===== src/logic/pacdr_pkg.sv =====
// Package: register map, field layout and carrier types for the PHY slice
package pacdr_pkg;

    ////////////////////////////////////////////////////////////////////////
    // Bus constants
    localparam logic [1:0]  HTRANS_NONSEQ = 2'h2;
    localparam logic [2:0]  HSIZE_WORD    = 3'h2;
    localparam logic        HRESP_OKAY    = 1'b0;
    localparam int          REG_W         = 16;
    localparam int          ADDR_LO_W     = 8;

    // Register indices; byte address is four times the index
    localparam logic [7:0]  IDX_DIAG1     = 8'h00;
    localparam logic [7:0]  IDX_IDENT_HI  = 8'h06;
    localparam logic [7:0]  IDX_ADV       = 8'h08;
    localparam logic [7:0]  IDX_PARTNER   = 8'h0a;
    localparam logic [7:0]  ADDR_DIAG1    = 8'(IDX_DIAG1 * 4);
    localparam logic [7:0]  ADDR_IDENT_HI = 8'(IDX_IDENT_HI * 4);
    localparam logic [7:0]  ADDR_ADV      = 8'(IDX_ADV * 4);
    localparam logic [7:0]  ADDR_PARTNER  = 8'(IDX_PARTNER * 4);

    // Alias bank and interrupt registers
    localparam logic [7:0]  ADDR_ALIAS_ADV     = 8'h40;
    localparam logic [7:0]  ADDR_ALIAS_PARTNER = 8'h44;
    localparam logic [7:0]  ADDR_ALIAS_DIAG    = 8'h48;
    localparam logic [7:0]  ADDR_IRQ_STATUS    = 8'h50;
    localparam logic [7:0]  ADDR_IRQ_MASK      = 8'h54;

    // Identifier value is arbitrary
    localparam logic [15:0] IDENT_HIGH_DEFAULT = 16'h5a5a;

    ////////////////////////////////////////////////////////////////////////
    // Field positions
    localparam int          ADV_PAUSE_BIT  = 10;
    localparam int          ADV_F100_BIT   = 8;
    localparam int          ADV_H100_BIT   = 7;
    localparam int          ADV_F10_BIT    = 6;
    localparam int          ADV_H10_BIT    = 5;
    localparam int          SEL_MSB        = 4;
    localparam logic [4:0]  SEL_8023       = 5'h01;
    localparam logic [4:0]  PARTNER_LOW    = 5'h01;

    localparam int          DIAG_START_BIT  = 15;
    localparam int          DIAG_RES_MSB    = 14;
    localparam int          DIAG_RES_LSB    = 13;
    localparam int          DIAG_SHORT_BIT  = 12;
    localparam int          DIAG_CNT_MSB    = 8;
    localparam int          ALIAS_START_BIT = 12;
    localparam int          ALIAS_SHORT_BIT = 15;

    localparam logic [1:0]  RES_NORMAL = 2'h0;
    localparam logic [1:0]  RES_OPEN   = 2'h1;
    localparam logic [1:0]  RES_SHORT  = 2'h2;
    localparam logic [1:0]  RES_FAIL   = 2'h3;

    localparam int          IRQ_W           = 2;
    localparam int          IRQ_DIAG_BIT    = 0;
    localparam int          IRQ_PARTNER_BIT = 1;

    ////////////////////////////////////////////////////////////////////////
    // Carriers
    typedef struct packed {
        logic pause;
        logic f100;
        logic h100;
        logic f10;
        logic h10;
    } pacdr_ability_type;

    typedef struct packed {
        logic [1:0] result;
        logic       near_short;
        logic [8:0] fault_count;
    } pacdr_diag_type;

    localparam pacdr_ability_type ADV_RESET     = pacdr_ability_type'(5'h1f);
    localparam pacdr_ability_type PARTNER_RESET = pacdr_ability_type'(5'h00);
    localparam pacdr_diag_type    DIAG_RESET    = pacdr_diag_type'(12'h000);

    ////////////////////////////////////////////////////////////////////////
    // Layout helpers
    function automatic logic [15:0] pack_ability(input pacdr_ability_type a,
                                                 input logic [4:0] low);
        logic [15:0] w;
        w                = 16'h0000;
        w[ADV_PAUSE_BIT] = a.pause;
        w[ADV_F100_BIT]  = a.f100;
        w[ADV_H100_BIT]  = a.h100;
        w[ADV_F10_BIT]   = a.f10;
        w[ADV_H10_BIT]   = a.h10;
        w[SEL_MSB:0]     = low;
        return w;
    endfunction : pack_ability

    function automatic pacdr_ability_type unpack_ability(
        input logic [15:0] w);
        pacdr_ability_type a;
        a.pause = w[ADV_PAUSE_BIT];
        a.f100  = w[ADV_F100_BIT];
        a.h100  = w[ADV_H100_BIT];
        a.f10   = w[ADV_F10_BIT];
        a.h10   = w[ADV_H10_BIT];
        return a;
    endfunction : unpack_ability

    // Alias layout keeps the five bits packed at the bottom
    function automatic logic [15:0] pack_ability_alias(
        input pacdr_ability_type a);
        return {11'h000, a};
    endfunction : pack_ability_alias

    function automatic logic [15:0] pack_diag(input logic start,
                                              input pacdr_diag_type d,
                                              input int start_pos,
                                              input int short_pos);
        logic [15:0] w;
        w                              = 16'h0000;
        w[start_pos]                   = start;
        w[DIAG_RES_MSB:DIAG_RES_LSB]   = d.result;
        w[short_pos]                   = d.near_short;
        w[DIAG_CNT_MSB:0]              = d.fault_count;
        return w;
    endfunction : pack_diag

endpackage : pacdr_pkg


===== src/logic/pacdr_diag_ctl.sv =====
// Cable diagnostic start bit, result capture and completion event
`timescale 1ns/1ps

module pacdr_diag_ctl
    import pacdr_pkg::*;
(
    // Clock and reset
    input  wire logic           clock,
    input  wire logic           rstn,
    // Software side
    input  wire logic           start_req,
    output      logic           busy,
    output      pacdr_diag_type result,
    output      logic           done_evt,
    // Diagnostic engine side
    output      logic           start_pulse,
    input  wire logic           engine_done,
    input  wire pacdr_diag_type engine_result
);

    typedef enum logic {DIAG_IDLE, DIAG_RUN} pacdr_diag_state_type;

    pacdr_diag_state_type state_reg, state_next;
    pacdr_diag_type       result_reg, result_next;
    logic                 start_reg, start_next;
    logic                 done_reg, done_next;

    ////////////////////////////////////////////////////////////////////////
    // A start while running is ignored so results stay coherent
    always_comb begin
        state_next  = state_reg;
        result_next = result_reg;
        start_next  = 1'b0;
        done_next   = 1'b0;
        unique case (state_reg)
            DIAG_IDLE: begin
                if (start_req) begin
                    state_next = DIAG_RUN;
                    start_next = 1'b1;
                end
            end
            DIAG_RUN: begin
                if (engine_done) begin
                    state_next  = DIAG_IDLE;
                    result_next = engine_result;
                    done_next   = 1'b1;
                end
            end
        endcase
    end

    always_ff @(posedge clock or negedge rstn) begin
        if (!rstn) begin
            state_reg  <= DIAG_IDLE;
            result_reg <= DIAG_RESET;
            start_reg  <= 1'b0;
            done_reg   <= 1'b0;
        end else begin
            state_reg  <= state_next;
            result_reg <= result_next;
            start_reg  <= start_next;
            done_reg   <= done_next;
        end
    end

    assign busy        = (state_reg == DIAG_RUN);
    assign result      = result_reg;
    assign done_evt    = done_reg;
    assign start_pulse = start_reg;

    ////////////////////////////////////////////////////////////////////////
    start_self_clear_a: assert property (
        @(posedge clock) disable iff (!rstn)
        (busy && engine_done) |=> !busy && done_evt)
        else $error("start bit did not clear on test end");

    start_sets_a: assert property (
        @(posedge clock) disable iff (!rstn)
        (!busy && start_req) |=> busy && start_pulse ##1 !start_pulse)
        else $error("start request not taken");

    results_hold_a: assert property (
        @(posedge clock) disable iff (!rstn)
        (!busy && !start_req) |=> $stable(result_reg))
        else $error("results changed while idle");

    result_capture_a: assert property (
        @(posedge clock) disable iff (!rstn)
        (busy && engine_done) |=> result_reg == $past(engine_result))
        else $error("diagnostic fields not captured");

endmodule : pacdr_diag_ctl


===== src/logic/pacdr_regs.sv =====
// AHB-Lite register slice: identifier, advertisement, partner, diagnostic
`timescale 1ns/1ps

// Functional notes
// - Identifier-high word is read only; writes are ignored.
// - Advertisement bit 10 is writable pause advertise, reset one.
// - Advertisement bit 8 writable, 100 full-duplex advertise, reset one.
// - Advertisement bit 7 writable, 100 half-duplex advertise, reset one.
// - Advertisement bit 6 writable, 10 full-duplex advertise, reset one.
// - Advertisement bit 5 writable, 10 half-duplex advertise, reset one.
// - Partner bit 10 reports partner pause, read only, reset zero.
// - Partner bit 8 reports partner 100 full-duplex, read only, reset zero.
// - Partner bit 7 reports partner 100 half-duplex, read only, reset zero.
// - Partner bit 6 reports partner 10 full-duplex, read only, reset zero.
// - Partner bit 5 reports partner 10 half-duplex, read only, reset zero.
// - Writing one to diagnostic bit 15 starts test; hardware clears it.
// - Results valid once start bit reads zero; software waits for that.
// - Result field bits 14-13: normal, open, short, test failure.
// - Bit 12 flags a short closer than ten metres, read only.
// - Bits 8-0 give fault distance, about 0.4 metre per count.
module pacdr_regs
    import pacdr_pkg::*;
#(
    parameter logic [15:0] IDENT_HIGH = IDENT_HIGH_DEFAULT
)
(
    // Clock and reset
    input  wire logic              clock,
    input  wire logic              rstn,
    // AHB-Lite slave
    input  wire logic              hsel,
    input  wire logic [31:0]       haddr,
    input  wire logic [1:0]        htrans,
    input  wire logic              hwrite,
    input  wire logic [2:0]        hsize,
    input  wire logic [31:0]       hwdata,
    input  wire logic              hready,
    output      logic              hreadyout,
    output      logic [31:0]       hrdata,
    output      logic              hresp,
    // Auto-negotiation engine
    output      pacdr_ability_type adv_out,
    input  wire pacdr_ability_type partner_in,
    // Cable diagnostic engine
    output      logic              diag_start,
    input  wire logic              diag_done,
    input  wire pacdr_diag_type    diag_in,
    // Interrupt
    output      logic              irq
);

    typedef enum logic [1:0] {B_IDLE, B_WRITE, B_READ} pacdr_bus_state_type;

    ////////////////////////////////////////////////////////////////////////
    // Bus state
    pacdr_bus_state_type bus_reg, bus_next;
    logic [7:0]          addr_reg, addr_next;
    logic                hit_reg, hit_next;
    logic                ready_reg, ready_next;
    logic [31:0]         rdata_reg, rdata_next;
    logic                resp_reg;

    // Register state
    pacdr_ability_type   adv_reg, adv_next;
    pacdr_ability_type   partner_reg, partner_next;
    logic [IRQ_W-1:0]    status_reg, status_next;
    logic [IRQ_W-1:0]    mask_reg, mask_next;
    logic                irq_reg, irq_next;

    // Combinational helpers
    logic                accept;
    logic                wr_en;
    logic [15:0]         wdat;
    logic [15:0]         rd_word;
    logic                start_req;
    logic [IRQ_W-1:0]    irq_set;
    logic                diag_busy;
    logic                diag_done_evt;
    pacdr_diag_type      diag_result;

    assign accept = hsel && hready && (htrans == HTRANS_NONSEQ);
    assign wr_en  = (bus_reg == B_WRITE) && hit_reg;
    assign wdat   = hwdata[REG_W-1:0];

    ////////////////////////////////////////////////////////////////////////
    // Reads take one wait state so a write just before is always seen
    always_comb begin
        bus_next   = bus_reg;
        addr_next  = addr_reg;
        hit_next   = hit_reg;
        ready_next = 1'b1;
        rdata_next = rdata_reg;
        unique case (bus_reg)
            B_IDLE, B_WRITE: begin
                if (accept) begin
                    addr_next = haddr[ADDR_LO_W-1:0];
                    hit_next  = (haddr[31:ADDR_LO_W] == '0) &&
                                (hsize == HSIZE_WORD);
                    if (hwrite) begin
                        bus_next = B_WRITE;
                    end else begin
                        bus_next   = B_READ;
                        ready_next = 1'b0;
                    end
                end else begin
                    bus_next = B_IDLE;
                end
            end
            B_READ: begin
                bus_next   = B_IDLE;
                rdata_next = {16'h0000, hit_reg ? rd_word : 16'h0000};
            end
            default: begin
                bus_next = B_IDLE;
            end
        endcase
    end

    always_ff @(posedge clock or negedge rstn) begin
        if (!rstn) begin
            bus_reg   <= B_IDLE;
            addr_reg  <= 8'h00;
            hit_reg   <= 1'b0;
            ready_reg <= 1'b1;
            rdata_reg <= 32'h0000_0000;
            resp_reg  <= HRESP_OKAY;
        end else begin
            bus_reg   <= bus_next;
            addr_reg  <= addr_next;
            hit_reg   <= hit_next;
            ready_reg <= ready_next;
            rdata_reg <= rdata_next;
            resp_reg  <= HRESP_OKAY;
        end
    end

    ////////////////////////////////////////////////////////////////////////
    // Read mux; unmapped words read zero
    always_comb begin
        unique case (addr_reg)
            ADDR_IDENT_HI:      rd_word = IDENT_HIGH;
            ADDR_ADV: begin
                rd_word = pack_ability(adv_reg, SEL_8023);
            end
            ADDR_PARTNER:       rd_word = pack_ability(partner_reg,
                                                       PARTNER_LOW);
            ADDR_ALIAS_ADV:     rd_word = pack_ability_alias(adv_reg);
            ADDR_ALIAS_PARTNER: rd_word = pack_ability_alias(partner_reg);
            ADDR_DIAG1:         rd_word = pack_diag(diag_busy, diag_result,
                                              DIAG_START_BIT, DIAG_SHORT_BIT);
            ADDR_ALIAS_DIAG:    rd_word = pack_diag(diag_busy, diag_result,
                                              ALIAS_START_BIT,
                                              ALIAS_SHORT_BIT);
            ADDR_IRQ_STATUS:    rd_word = 16'(status_reg);
            ADDR_IRQ_MASK:      rd_word = 16'(mask_reg);
            default:            rd_word = 16'h0000;
        endcase
    end

    ////////////////////////////////////////////////////////////////////////
    // Register updates; both bank addresses land on the same flops
    always_comb begin
        adv_next     = adv_reg;
        partner_next = partner_in;
        mask_next    = mask_reg;
        start_req    = 1'b0;
        irq_set      = '0;
        irq_set[IRQ_DIAG_BIT]    = diag_done_evt;
        irq_set[IRQ_PARTNER_BIT] = (partner_in != partner_reg);
        status_next  = status_reg;
        if (wr_en) begin
            unique case (addr_reg)
                ADDR_ADV: begin
                    adv_next = unpack_ability(wdat);
                end
                ADDR_ALIAS_ADV: begin
                    adv_next = pacdr_ability_type'(wdat[4:0]);
                end
                ADDR_DIAG1:      start_req = wdat[DIAG_START_BIT];
                ADDR_ALIAS_DIAG: start_req = wdat[ALIAS_START_BIT];
                ADDR_IRQ_STATUS: status_next = status_reg & ~wdat[IRQ_W-1:0];
                ADDR_IRQ_MASK:   mask_next = wdat[IRQ_W-1:0];
                default:         adv_next = adv_reg;
            endcase
        end
        // Set wins over a write-one clear in the same cycle
        status_next = status_next | irq_set;
        irq_next    = |(status_reg & mask_reg);
    end

    always_ff @(posedge clock or negedge rstn) begin
        if (!rstn) begin
            adv_reg     <= ADV_RESET;
            partner_reg <= PARTNER_RESET;
            status_reg  <= '0;
            mask_reg    <= '0;
            irq_reg     <= 1'b0;
        end else begin
            adv_reg     <= adv_next;
            partner_reg <= partner_next;
            status_reg  <= status_next;
            mask_reg    <= mask_next;
            irq_reg     <= irq_next;
        end
    end

    ////////////////////////////////////////////////////////////////////////
    // Diagnostic sequencer
    pacdr_diag_ctl u_diag (
        .clock         (clock),
        .rstn          (rstn),
        .start_req     (start_req),
        .busy          (diag_busy),
        .result        (diag_result),
        .done_evt      (diag_done_evt),
        .start_pulse   (diag_start),
        .engine_done   (diag_done),
        .engine_result (diag_in)
    );

    assign hreadyout = ready_reg;
    assign hrdata    = rdata_reg;
    assign hresp     = resp_reg;
    assign adv_out   = adv_reg;
    assign irq       = irq_reg;

    ////////////////////////////////////////////////////////////////////////
    ident_read_a: assert property (
        @(posedge clock) disable iff (!rstn)
        (bus_reg == B_READ && hit_reg && addr_reg == ADDR_IDENT_HI)
        |=> hrdata == {16'h0000, IDENT_HIGH} && hreadyout)
        else $error("identifier word wrong");

    adv_pause_a: assert property (
        @(posedge clock) disable iff (!rstn)
        (wr_en && addr_reg == ADDR_ADV)
        |=> adv_out.pause == $past(hwdata[ADV_PAUSE_BIT]))
        else $error("pause advertise not written");

    adv_speed_a: assert property (
        @(posedge clock) disable iff (!rstn)
        (wr_en && addr_reg == ADDR_ADV)
        |=> {adv_out.f100, adv_out.h100, adv_out.f10, adv_out.h10} ==
            $past(hwdata[ADV_F100_BIT:ADV_H10_BIT]))
        else $error("speed advertise not written");

    adv_keep_a: assert property (
        @(posedge clock) disable iff (!rstn)
        !(wr_en && (addr_reg == ADDR_ADV || addr_reg == ADDR_ALIAS_ADV))
        |=> $stable(adv_out))
        else $error("advertise changed without write");

    sel_field_a: assert property (
        @(posedge clock) disable iff (!rstn)
        (bus_reg == B_READ && hit_reg && addr_reg == ADDR_ADV)
        |=> hrdata[SEL_MSB:0] == SEL_8023 && hrdata[15:11] == 5'h00)
        else $error("selector or unsupported bits wrong");

    partner_track_a: assert property (
        @(posedge clock) disable iff (!rstn)
        1'b1 |=> partner_reg == $past(partner_in))
        else $error("partner ability not tracked");

    alias_adv_a: assert property (
        @(posedge clock) disable iff (!rstn)
        (wr_en && addr_reg == ADDR_ALIAS_ADV)
        |=> adv_out == $past(hwdata[4:0]))
        else $error("alias write not shared");

    status_set_a: assert property (
        @(posedge clock) disable iff (!rstn)
        diag_done_evt |=> status_reg[IRQ_DIAG_BIT] ##1 1'b1)
        else $error("diagnostic event lost");

    irq_level_a: assert property (
        @(posedge clock) disable iff (!rstn)
        1'b1 |=> irq == $past(|(status_reg & mask_reg)))
        else $error("interrupt level wrong");

    resp_okay_a: assert property (
        @(posedge clock) disable iff (!rstn)
        hresp == HRESP_OKAY)
        else $error("response not okay");

    read_wait_a: assert property (
        @(posedge clock) disable iff (!rstn)
        (accept && !hwrite)
        |=> !hreadyout ##1 hreadyout)
        else $error("read wait state wrong");

    write_nowait_a: assert property (
        @(posedge clock) disable iff (!rstn)
        (accept && hwrite)
        |=> hreadyout)
        else $error("write stalled");

    partner_read_a: assert property (
        @(posedge clock) disable iff (!rstn)
        (bus_reg == B_READ && hit_reg && addr_reg == ADDR_PARTNER)
        |=> hrdata[ADV_PAUSE_BIT] == $past(partner_reg.pause))
        else $error("partner read wrong");

    diag_read_a: assert property (
        @(posedge clock) disable iff (!rstn)
        (bus_reg == B_READ && hit_reg && addr_reg == ADDR_DIAG1)
        |=> hrdata[DIAG_START_BIT] == $past(diag_busy))
        else $error("busy read wrong");

    partner_evt_a: assert property (
        @(posedge clock) disable iff (!rstn)
        (partner_in != partner_reg)
        |=> status_reg[IRQ_PARTNER_BIT])
        else $error("partner event lost");

    status_clear_a: assert property (
        @(posedge clock) disable iff (!rstn)
        (wr_en && addr_reg == ADDR_IRQ_STATUS && !(|irq_set))
        |=> status_reg == $past(status_reg & ~wdat[IRQ_W-1:0]))
        else $error("clear wrong");

    alias_start_a: assert property (
        @(posedge clock) disable iff (!rstn)
        (wr_en && addr_reg == ADDR_ALIAS_DIAG && !diag_busy
         && wdat[ALIAS_START_BIT]) |=> diag_busy)
        else $error("alias start lost");

    start_write_a: assert property (
        @(posedge clock) disable iff (!rstn)
        (wr_en && addr_reg == ADDR_DIAG1 && !diag_busy
         && wdat[DIAG_START_BIT]) |=> diag_start)
        else $error("start lost");

    alias_read_a: assert property (
        @(posedge clock) disable iff (!rstn)
        (bus_reg == B_READ && hit_reg && addr_reg == ADDR_ALIAS_ADV)
        |=> hrdata[4:0] == $past(adv_reg))
        else $error("alias read wrong");

endmodule : pacdr_regs


===== config.mk =====
export PLATFORM = sky130hd
export DESIGN_NAME = pacdr_regs
export DESIGN_NICKNAME = d
export VERILOG_FILES = /design/src/logic/pacdr_pkg.sv /design/src/logic/pacdr_diag_ctl.sv /design/src/logic/pacdr_regs.sv
export SDC_FILE = /design/constraint.sdc
export NUM_CORES = 1
export LEC_CHECK = 0
export BUFFER_PORTS_ARGS = -buffer_cell sky130_fd_sc_hd__buf_2
export CORE_MARGIN = 4
export CORE_UTILIZATION = 45
export CTS_CLUSTER_DIAMETER = 200
export DETAILED_ROUTE_END_ITERATION = 6
export HOLD_SLACK_MARGIN = 0.06
export PLACE_DENSITY = 0.77
export SLEW_MARGIN = 25
export SYNTH_ARGS = -nofsm -noshare
export SYNTH_HDL_FRONTEND = slang
export SYNTH_SLANG_ARGS = --single-unit

===== constraint.sdc =====
create_clock -name clock -period 2.4 [get_ports clock]
set_input_delay 0.36 -clock clock [delete_from_list [all_inputs] [get_ports clock]]
set_output_delay 0.36 -clock clock [all_outputs]
set_load 0.005 [all_outputs]

# Word-level counts from Yosys, hierarchy flattened
# Index checks and enable logic that the tools add are counted.
# totals
regBits,58
in_bits,92
out_inout_bits,41
wordCells,75
# op_classes
n_eq_ne,13
mux,19
bitwise,5
reduce_logical,14
# ops
operator,n
case mux 16 bit (9 select lines),1
== test 8 x 7 -> 1 bit (second input constant),5
logical NOT 24 bit,1
== test 8 x 6 -> 1 bit (second input constant),2
two-way mux 16 bit,1
two-way mux 2 bit,5
case mux 5 bit (2 select lines),1
two-way mux 1 bit,9
== test 8 x 5 -> 1 bit (second input constant),1
logical NOT 8 bit,1
AND reduction 2 bit,4
inequality test 5 bit,1
AND 2 bit,2
== test 2 bit (second input constant),2
logical AND 1 bit,4
case mux 1 bit (2 select lines),2
OR reduction 2 bit,2
== test 3 x 2 -> 1 bit (second input constant),1
== test 2 x 1 -> 1 bit (second input constant),1
logical NOT 2 bit,1
inverter 2 bit,1
bitwise OR 2 bit,1
nonzero test 2 bit,1
inverter 1 bit,1

# Longest topological paths before layout
# Gate-level depths: netlist (run 1).
# logic_depth
word_depth,5
mapped_depth,6
mapped_depth_nobuf,4

# Hierarchy
# From an unflattened synthesis (run 1), not the netlist that was laid out.
# unflattened
cells_unflattened,275
area_unflattened_um2,3031.7
# by_module_without_submodules
module,n_inst,cells_each,area_each_um2,seq_area_each_um2
pacdr_regs,1,242,2444.8,1058.5
pacdr_diag_ctl,1,33,586.8,375.4

# Worst setup path before layout (run 1)
# Ideal clock, no wire load.
# synth_timing
kind,register to register
from,reg addr_reg[2]
to,"reg rdata_reg[4], in the netlist hrdata[4]"
setup_time_ns,0.077
arrival_ns,1.680
t_required_ns,2.323
path_slack_ns,0.643
stages_incl_launch_ff,6
n_path_buf,1
synth_period_minus_slack_ns,1.757
path_cell_list,dfrtp_1 -> buf_6 -> or4_4 -> nor4_4 -> a221oi_1 -> o21ai_1
# synth_via
elab_chain_cells,3
elab_cells_between_ends,11
cone_classes,eq/ne: 8; mux: 2; reduce/logical: 1
# synth_rtl
item,line,rtl
"start, declared",pacdr_regs.sv:57,"logic [7:0] addr_reg, addr_next;"
"start signal, assigned",pacdr_regs.sv:129,addr_reg <= addr_next;
"== test 8 x 7 -> 1 bit, or another cell as far along",pacdr_regs.sv:140,unique case (addr_reg)
case mux 16 bit (9 select lines) (*),pacdr_regs.sv:140,
two-way mux 16 bit (*),pacdr_regs.sv:111,"rdata_next = {16'h0000, hit_reg ? rd_word : 16'h0000};"
"end signal, assigned",pacdr_regs.sv:132,rdata_reg <= rdata_next;
"end, declared",pacdr_regs.sv:60,"logic [31:0] rdata_reg, rdata_next;"
# Every way passes the cells marked *; elsewhere a longest branch is shown, timed or not.
# A chain may end at the register's enable or synchronous reset.

# Worst setup path after layout (run 1)
# layout_timing
from,reg addr_reg[5]
to,"reg rdata_reg[15], in the netlist hrdata[15]"
# Same word-level chain as after synthesis.

==> impl_metrics.yaml, run 1 <==
sta:
  max_slew_margin_pct: 38.3
  hold_ws_ns: 0.148
  fmax_ghz: 0.476
  tightest_slew_ns: 0.926
  setup_violations: 0
  tns_ns: 0
  min_period_over_period_pct: 87.5
  finalHoldViolations: 0
  fin_crit_ns: 2.10
  rsz0062_at_grt: "false"
  finClkSkew_ns: 0.00893
  drv_slew: 0
detailed_routing:
  drt-total-wl_um: 6850
  first_iter_violations: 138
  vias: 2317
  first_pass_iters: 4
  final_antenna_net_count: 0
  drc: 0
  viasPerCell: 5.23
  wl_per_cell_um: 15.5
logic_synthesis:
  synth_cell_types: 53
  ys_warn_count: 0
  syn_area_mm2: 0.00293
  synth-async-reset-ratio_pct: 100
  ys.flop_type: "dfrtp_1"
  avgSynthCellArea_um2: 11.2
  synth_seq_cells: 57
  ys_seq_area_share_pct: 48.9
  synth_cells: 261
  synth_edf_count: 0
power:
  irDropWorstVdd_mv: 0.394
  p_leak_nw: 1.83
  power_mw: 2.24
  power_density_mw_per_mm2: 622
floorplan:
  initial_core_util_pct: 46.2
  coreArea_mm2: 0.00635
  core.rowCount: 29
  io_pins: 133
  die_w_um: 88.7
  die_h_um: 88.7
  dieArea_mm2: 0.00788
setup_path:
  cp_max_fo: 14
  crit_type: "reg2reg"
  crit_family: "compound AO/OA/AOI/OAI gates"
  critPathArrivalTime_ns: 2.28
  critPathMaxStageDelay_ns: 0.71
  critical_path_required_ns: 2.58
  crit_path_top_delay_cell: "a21oi_1"
  end_kind: "flop"
  cp-start-kind: "flop"
  critical_path_buf_inv_count: 0
  worstPathCellList: "nand2b_1, a211o_1, a21oi_1, o21ai_0"
global_routing:
  grt_usage_pct: 18.9
  grt_pass1_vias: 2314
  grt_max_degree: 58
  antenna_found_initial: 0
  overflow: 0
  grt_pass1_wl_um: 11100
status:
  status: "complete, no violations"
final_layout:
  drive_gt1_share_pct: 42.3
  syn_to_final_growth_pct: 22.8
  antenna_cells: 0
  finalNetCount: 453
  largest_register_ff_count: 15
  layout.cells.non_filler: 443
placed_design:
  globalplace.congestion: 0.813
  post-dp-hpwl_um: 5240
  placedCellCount: 426
  port_buffers: 95
flow_run:
  maxCapViolations: 0
worst_hold_path:
  hold_path_class: "in2reg"
clock_network:
  numCtsBuffers: 9
  cts.sinks: 57
  cts_tree: "built"
  clk_root_buffer_cell: "clkbuf_8"
  clkSlewWorstSetupHoldPaths_ns: 0.06
  htree_levels: 3
  cts_buffer_depth: 2
  clk_latency_ns: 0.34
-- layout make-up --
class	instances	area (um^2)
clock buffer	13	169
fill	558	2750
tap	77	96.3
timing repair buffer	105	566
sequential	57	1430
inverter	4	15.0
multi-input combinational	184	1310
clock inverter	3	15.0
-- cells by family after synthesis --
| logic type | after synthesis | share of synthesized area, % |
|---|---|---|
| buf+inv | 36 | 8.61 |
| xor+xnor | 6 | 1.79 |
| flops | 57 | 48.9 |
| compound gates | 45 | 10.6 |
| mux | 32 | 13.0 |
| other cells | 1 | 0.128 |
| simple gates | 84 | 17.1 |
-- placed cells by master (no fill, tap or decap), drive strengths merged, types with 3 or more instances in the layout --
master  instances
mux2i           8
conb           17
nor4            8
buf           104
a21oi           4
xnor2           3
nor4b           5
and2            3
nand3           8
inv             4
nor3            3
clkbuf         13
nand2b          4
nor4bb          3
nor2            6
mux2           22
a22o            3
dfstp           6
xor2            3
a221oi          5
o21ai          18
and3            6
dfrtp          51
nand2          28
clkinv          3
-- through the flow --
stage	utilization, %	worst slack (ns)	cell area [um^2]
6_report	56.7	0.299	3600
5_1_grt	56.7	0.0496	3600
4_1_cts	56.7	0.269	3600
3_5_place_dp	53.7	0.277	3410
3_3_place_gp	53.7	0.336	3410
2_1_floorplan	-	0.643	2990
-- timing repair --
action,CTS,global route
hold endpoints to repair,51,0
setup endpoints to repair,0,0
gates resized for setup,0,0
hold buffers,1,0
setup buffers,0,0
-- power breakdown --
part | switching, mW | total, mW | leakage (nW) | internal [mW]
Combinational | 0.160 | 0.344 | 0.996 | 0.185
Sequential | 0.0798 | 1.08 | 0.736 | 0.999
Clock | 0.366 | 0.819 | 0.0992 | 0.453
-- cell usage after synthesis (2+ instances only) --
master | count | area (um^2)
nor4b_1 | 4 | 35.0
o21ai_0 | 9 | 45.0
nor2_1 | 6 | 22.5
nand2_1 | 27 | 101
dfstp_2 | 6 | 158
xor2_1 | 3 | 26.3
clkbuf_1 | 3 | 11.3
dfrtp_1 | 51 | 1280
and2_1 | 3 | 18.8
a22o_1 | 3 | 26.3
xnor2_1 | 3 | 26.3
a211oi_1 | 2 | 15.0
mux4_1 | 2 | 52.6
nor3_1 | 3 | 15.0
and3_1 | 6 | 37.5
nand3_1 | 8 | 40.0
a21oi_1 | 4 | 20.0
inv_1 | 4 | 15.0
nor4bb_1 | 3 | 30.0
nor3b_1 | 2 | 15.0
a21o_1 | 2 | 15.0
mux2_2 | 22 | 248
a32oi_1 | 2 | 17.5
buf_6 | 4 | 45.0
buf_4 | 23 | 173
mux2i_1 | 8 | 80.1
o21ai_1 | 9 | 45.0
a221oi_1 | 5 | 43.8
nor4_1 | 7 | 43.8
nand2b_1 | 4 | 25.0
-- routing by layer --
layer / track usage [%] / wire, um / part of all wire [%]
met5: 0 / 0 / 0
met3: 6.24 / 486 / 7.1
met4: 7.42 / 116 / 1.7
met1: 24.0 / 2900 / 42
met2: 30.0 / 3340 / 49
-- final timing paths --
| check | cells after the start | slack, ns | startpoint | end |
|---|---|---|---|---|
| setup / recovery | 4 | 0.30 | addr_reg[5]$_DFFE_PN0P_ | hrdata[15]$_DFFE_PN0N_ |
| hold / removal | 1 | 0.15 | partner_in[2] | partner_reg[2]$_DFF_PN0_ |
| setup reg to reg | 4 | 0.30 | addr_reg[5]$_DFFE_PN0P_ | hrdata[15]$_DFFE_PN0N_ |
| hold reg to reg | 1 | 0.43 | u_diag.done_evt$_DFF_PN0_ | status_reg[0]$_DFF_PN0_ |
| max in group asynchronous | 3 | 1.56 | rstn | adv_out[3]$_DFFE_PN1P_ |
| min in group asynchronous | 3 | 0.55 | rstn | bus_reg[1]$_DFF_PN0_ |
(Power assumes the default switching activity.)
==> run 2, diff against run 1 <==
Settings changed: PLACE_DENSITY 0.77 to 0.73.
==> run 2 against run 1 <==
  * Final area shrank 0.42%
  * Highest routed layer unchanged
  * Global-route usage fell by 0.50 points
  * Cell count unchanged
  * Largest power group unchanged
  * Die area unchanged
  * Register-to-register slack improved by 0.16 ns
  * Sequential power about the same
  * Core utilization down 0.24 points
  * Critical path type unchanged
  * Clock-buffer cell count is the same
  * Power about the same
  * Routed wire length hardly changed
  * Critical path depth up 1
  * Maximum frequency grew 8.0%
==> impl_metrics.yaml, run 2 (synthesis results as in run 1) <==
clock_network:
  cts.sinks: 57
  clk_latency_ns: 0.34
  cts_tree: "built"
  clkSlewWorstSetupHoldPaths_ns: 0.07
  htree_levels: 3
  clk_root_buffer_cell: "clkbuf_8"
  ctsHoldBuffers: 0
  post_cts_buffers: 0
  numCtsBuffers: 9
  cts_buffer_depth: 2
  post_cts_resized: 0
floorplan:
  core.rowCount: 29
  die_w_um: 88.7
  initial_core_util_pct: 46.2
  die_h_um: 88.7
  coreArea_mm2: 0.00635
  dieArea_mm2: 0.00788
  io_pins: 133
global_routing:
  grt_pass1_wl_um: 10800
  grt_max_degree: 58
  antenna_found_initial: 0
  grt_usage_pct: 18.4
  overflow: 0
  grt_pass1_vias: 2221
final_layout:
  final_cell_mix: "buf_2, dfrtp_1, nand2_1"
  drive_gt1_share_pct: 42.6
  finalNetCount: 453
  syn_to_final_growth_pct: 22.3
  final_common_cell: "buf_2"
  antenna_cells: 0
  fin_area_mm2: 0.00359
  largest_register_ff_count: 15
flow_run:
  maxCapViolations: 0
detailed_routing:
  viasPerCell: 5.26
  drc: 0
  vias: 2331
  first_pass_iters: 4
  wl_per_cell_um: 15.5
  final_antenna_net_count: 0
  drt-total-wl_um: 6860
  first_iter_violations: 110
power:
  power_mw: 2.24
  p_leak_nw: 1.83
  irDropWorstVdd_mv: 0.407
  power_density_mw_per_mm2: 625
sta:
  min_period_over_period_pct: 81.1
  finClkSkew_ns: 0.00645
  tns_ns: 0
  tightest_slew_ns: 0.699
  setup_violations: 0
  fin_crit_ns: 1.95
  max_slew_margin_pct: 53.4
  fmax_ghz: 0.514
  finalHoldViolations: 0
  drv_slew: 0
  rsz0062_at_grt: "false"
  setup_ws_ns: 0.454
setup_path:
  crit_type: "reg2reg"
  startpoint: "addr_reg[2]$_DFFE_PN0P_"
  worstReg2RegStart: "addr_reg[2]$_DFFE_PN0P_"
  end_kind: "flop"
  cp_max_fo: 9
  cp-start-kind: "flop"
  critPathArrivalTime_ns: 2.21
  critical_path_required_ns: 2.67
placed_design:
  port_buffers: 95
  globalplace.congestion: 0.840
  post-dp-hpwl_um: 5170
  preCtsSetupSlack_ns: 0.478
  place_area_mm2: 0.00340
status:
  status: "complete, no violations"
worst_hold_path:
  hold_path_class: "in2async"
[run 2: cell count changes in the layout (fill, tap and decap cells not counted)]
cell,previous run,this run
dlygate4sd3_1,1,0
buf_4,8,10
buf_12,1,0
[run 2: area by class of cell]
type                            count  area [um^2]
Inverter                            4         15.0
Multi-Input combinational cell    184         1310
Timing Repair Buffer              105          551
Sequential cell                    57         1430
Clock inverter                      3         15.0
Tap cell                           77         96.3
Clock buffer                       13          169
Fill cell                         547         2760
[run 2: final timing paths]
check	end	cells after the start	slack, ns
max in group asynchronous	hrdata[14]$_DFFE_PN0N_	2	1.79
min in group clock	partner_reg[2]$_DFF_PN0_	1	0.15
max reg2reg	hrdata[4]$_DFFE_PN0N_	5	0.45
max	hrdata[4]$_DFFE_PN0N_	5	0.45
min	addr_reg[3]$_DFFE_PN0P_	2	0.15
min reg2reg	status_reg[0]$_DFF_PN0_	1	0.43
[run 2: routing by layer]
layer  share of wire, %  vias to the layer above  track usage, %  wire length [um]
met5                  0                        -               0                 0
met4                2.1                        0            8.93               142
met3                8.1                       16            4.75               554
met2                 48                       88            27.6              3280
met1                 42                     1104            24.9              2870
li1                   -                     1123               -                 -
[run 2: metrics by stage]
step                instances  util (%)  hold WS (ns)
floorplan                 277         -        0.0644
global placement          427      53.6         0.409
detailed placement        427      53.6         0.415
CTS                       443      56.5         0.134
global route              443      56.5         0.137
finish                    443      56.5         0.146
[run 2: worst max-delay path, stage by stage (launching register included)]
cell and delay (ns):
dfrtp_1 0.48, or4_4 0.57, nor4_4 0.38, buf_4 0.22, a221oi_1 0.09, o21ai_1 0.13
[run 2: report_power, final]
part           leakage, nW  switching [mW]  internal (mW)
Sequential           0.736          0.0815          0.999
Combinational        0.991           0.158          0.181
Clock               0.0992           0.370          0.454
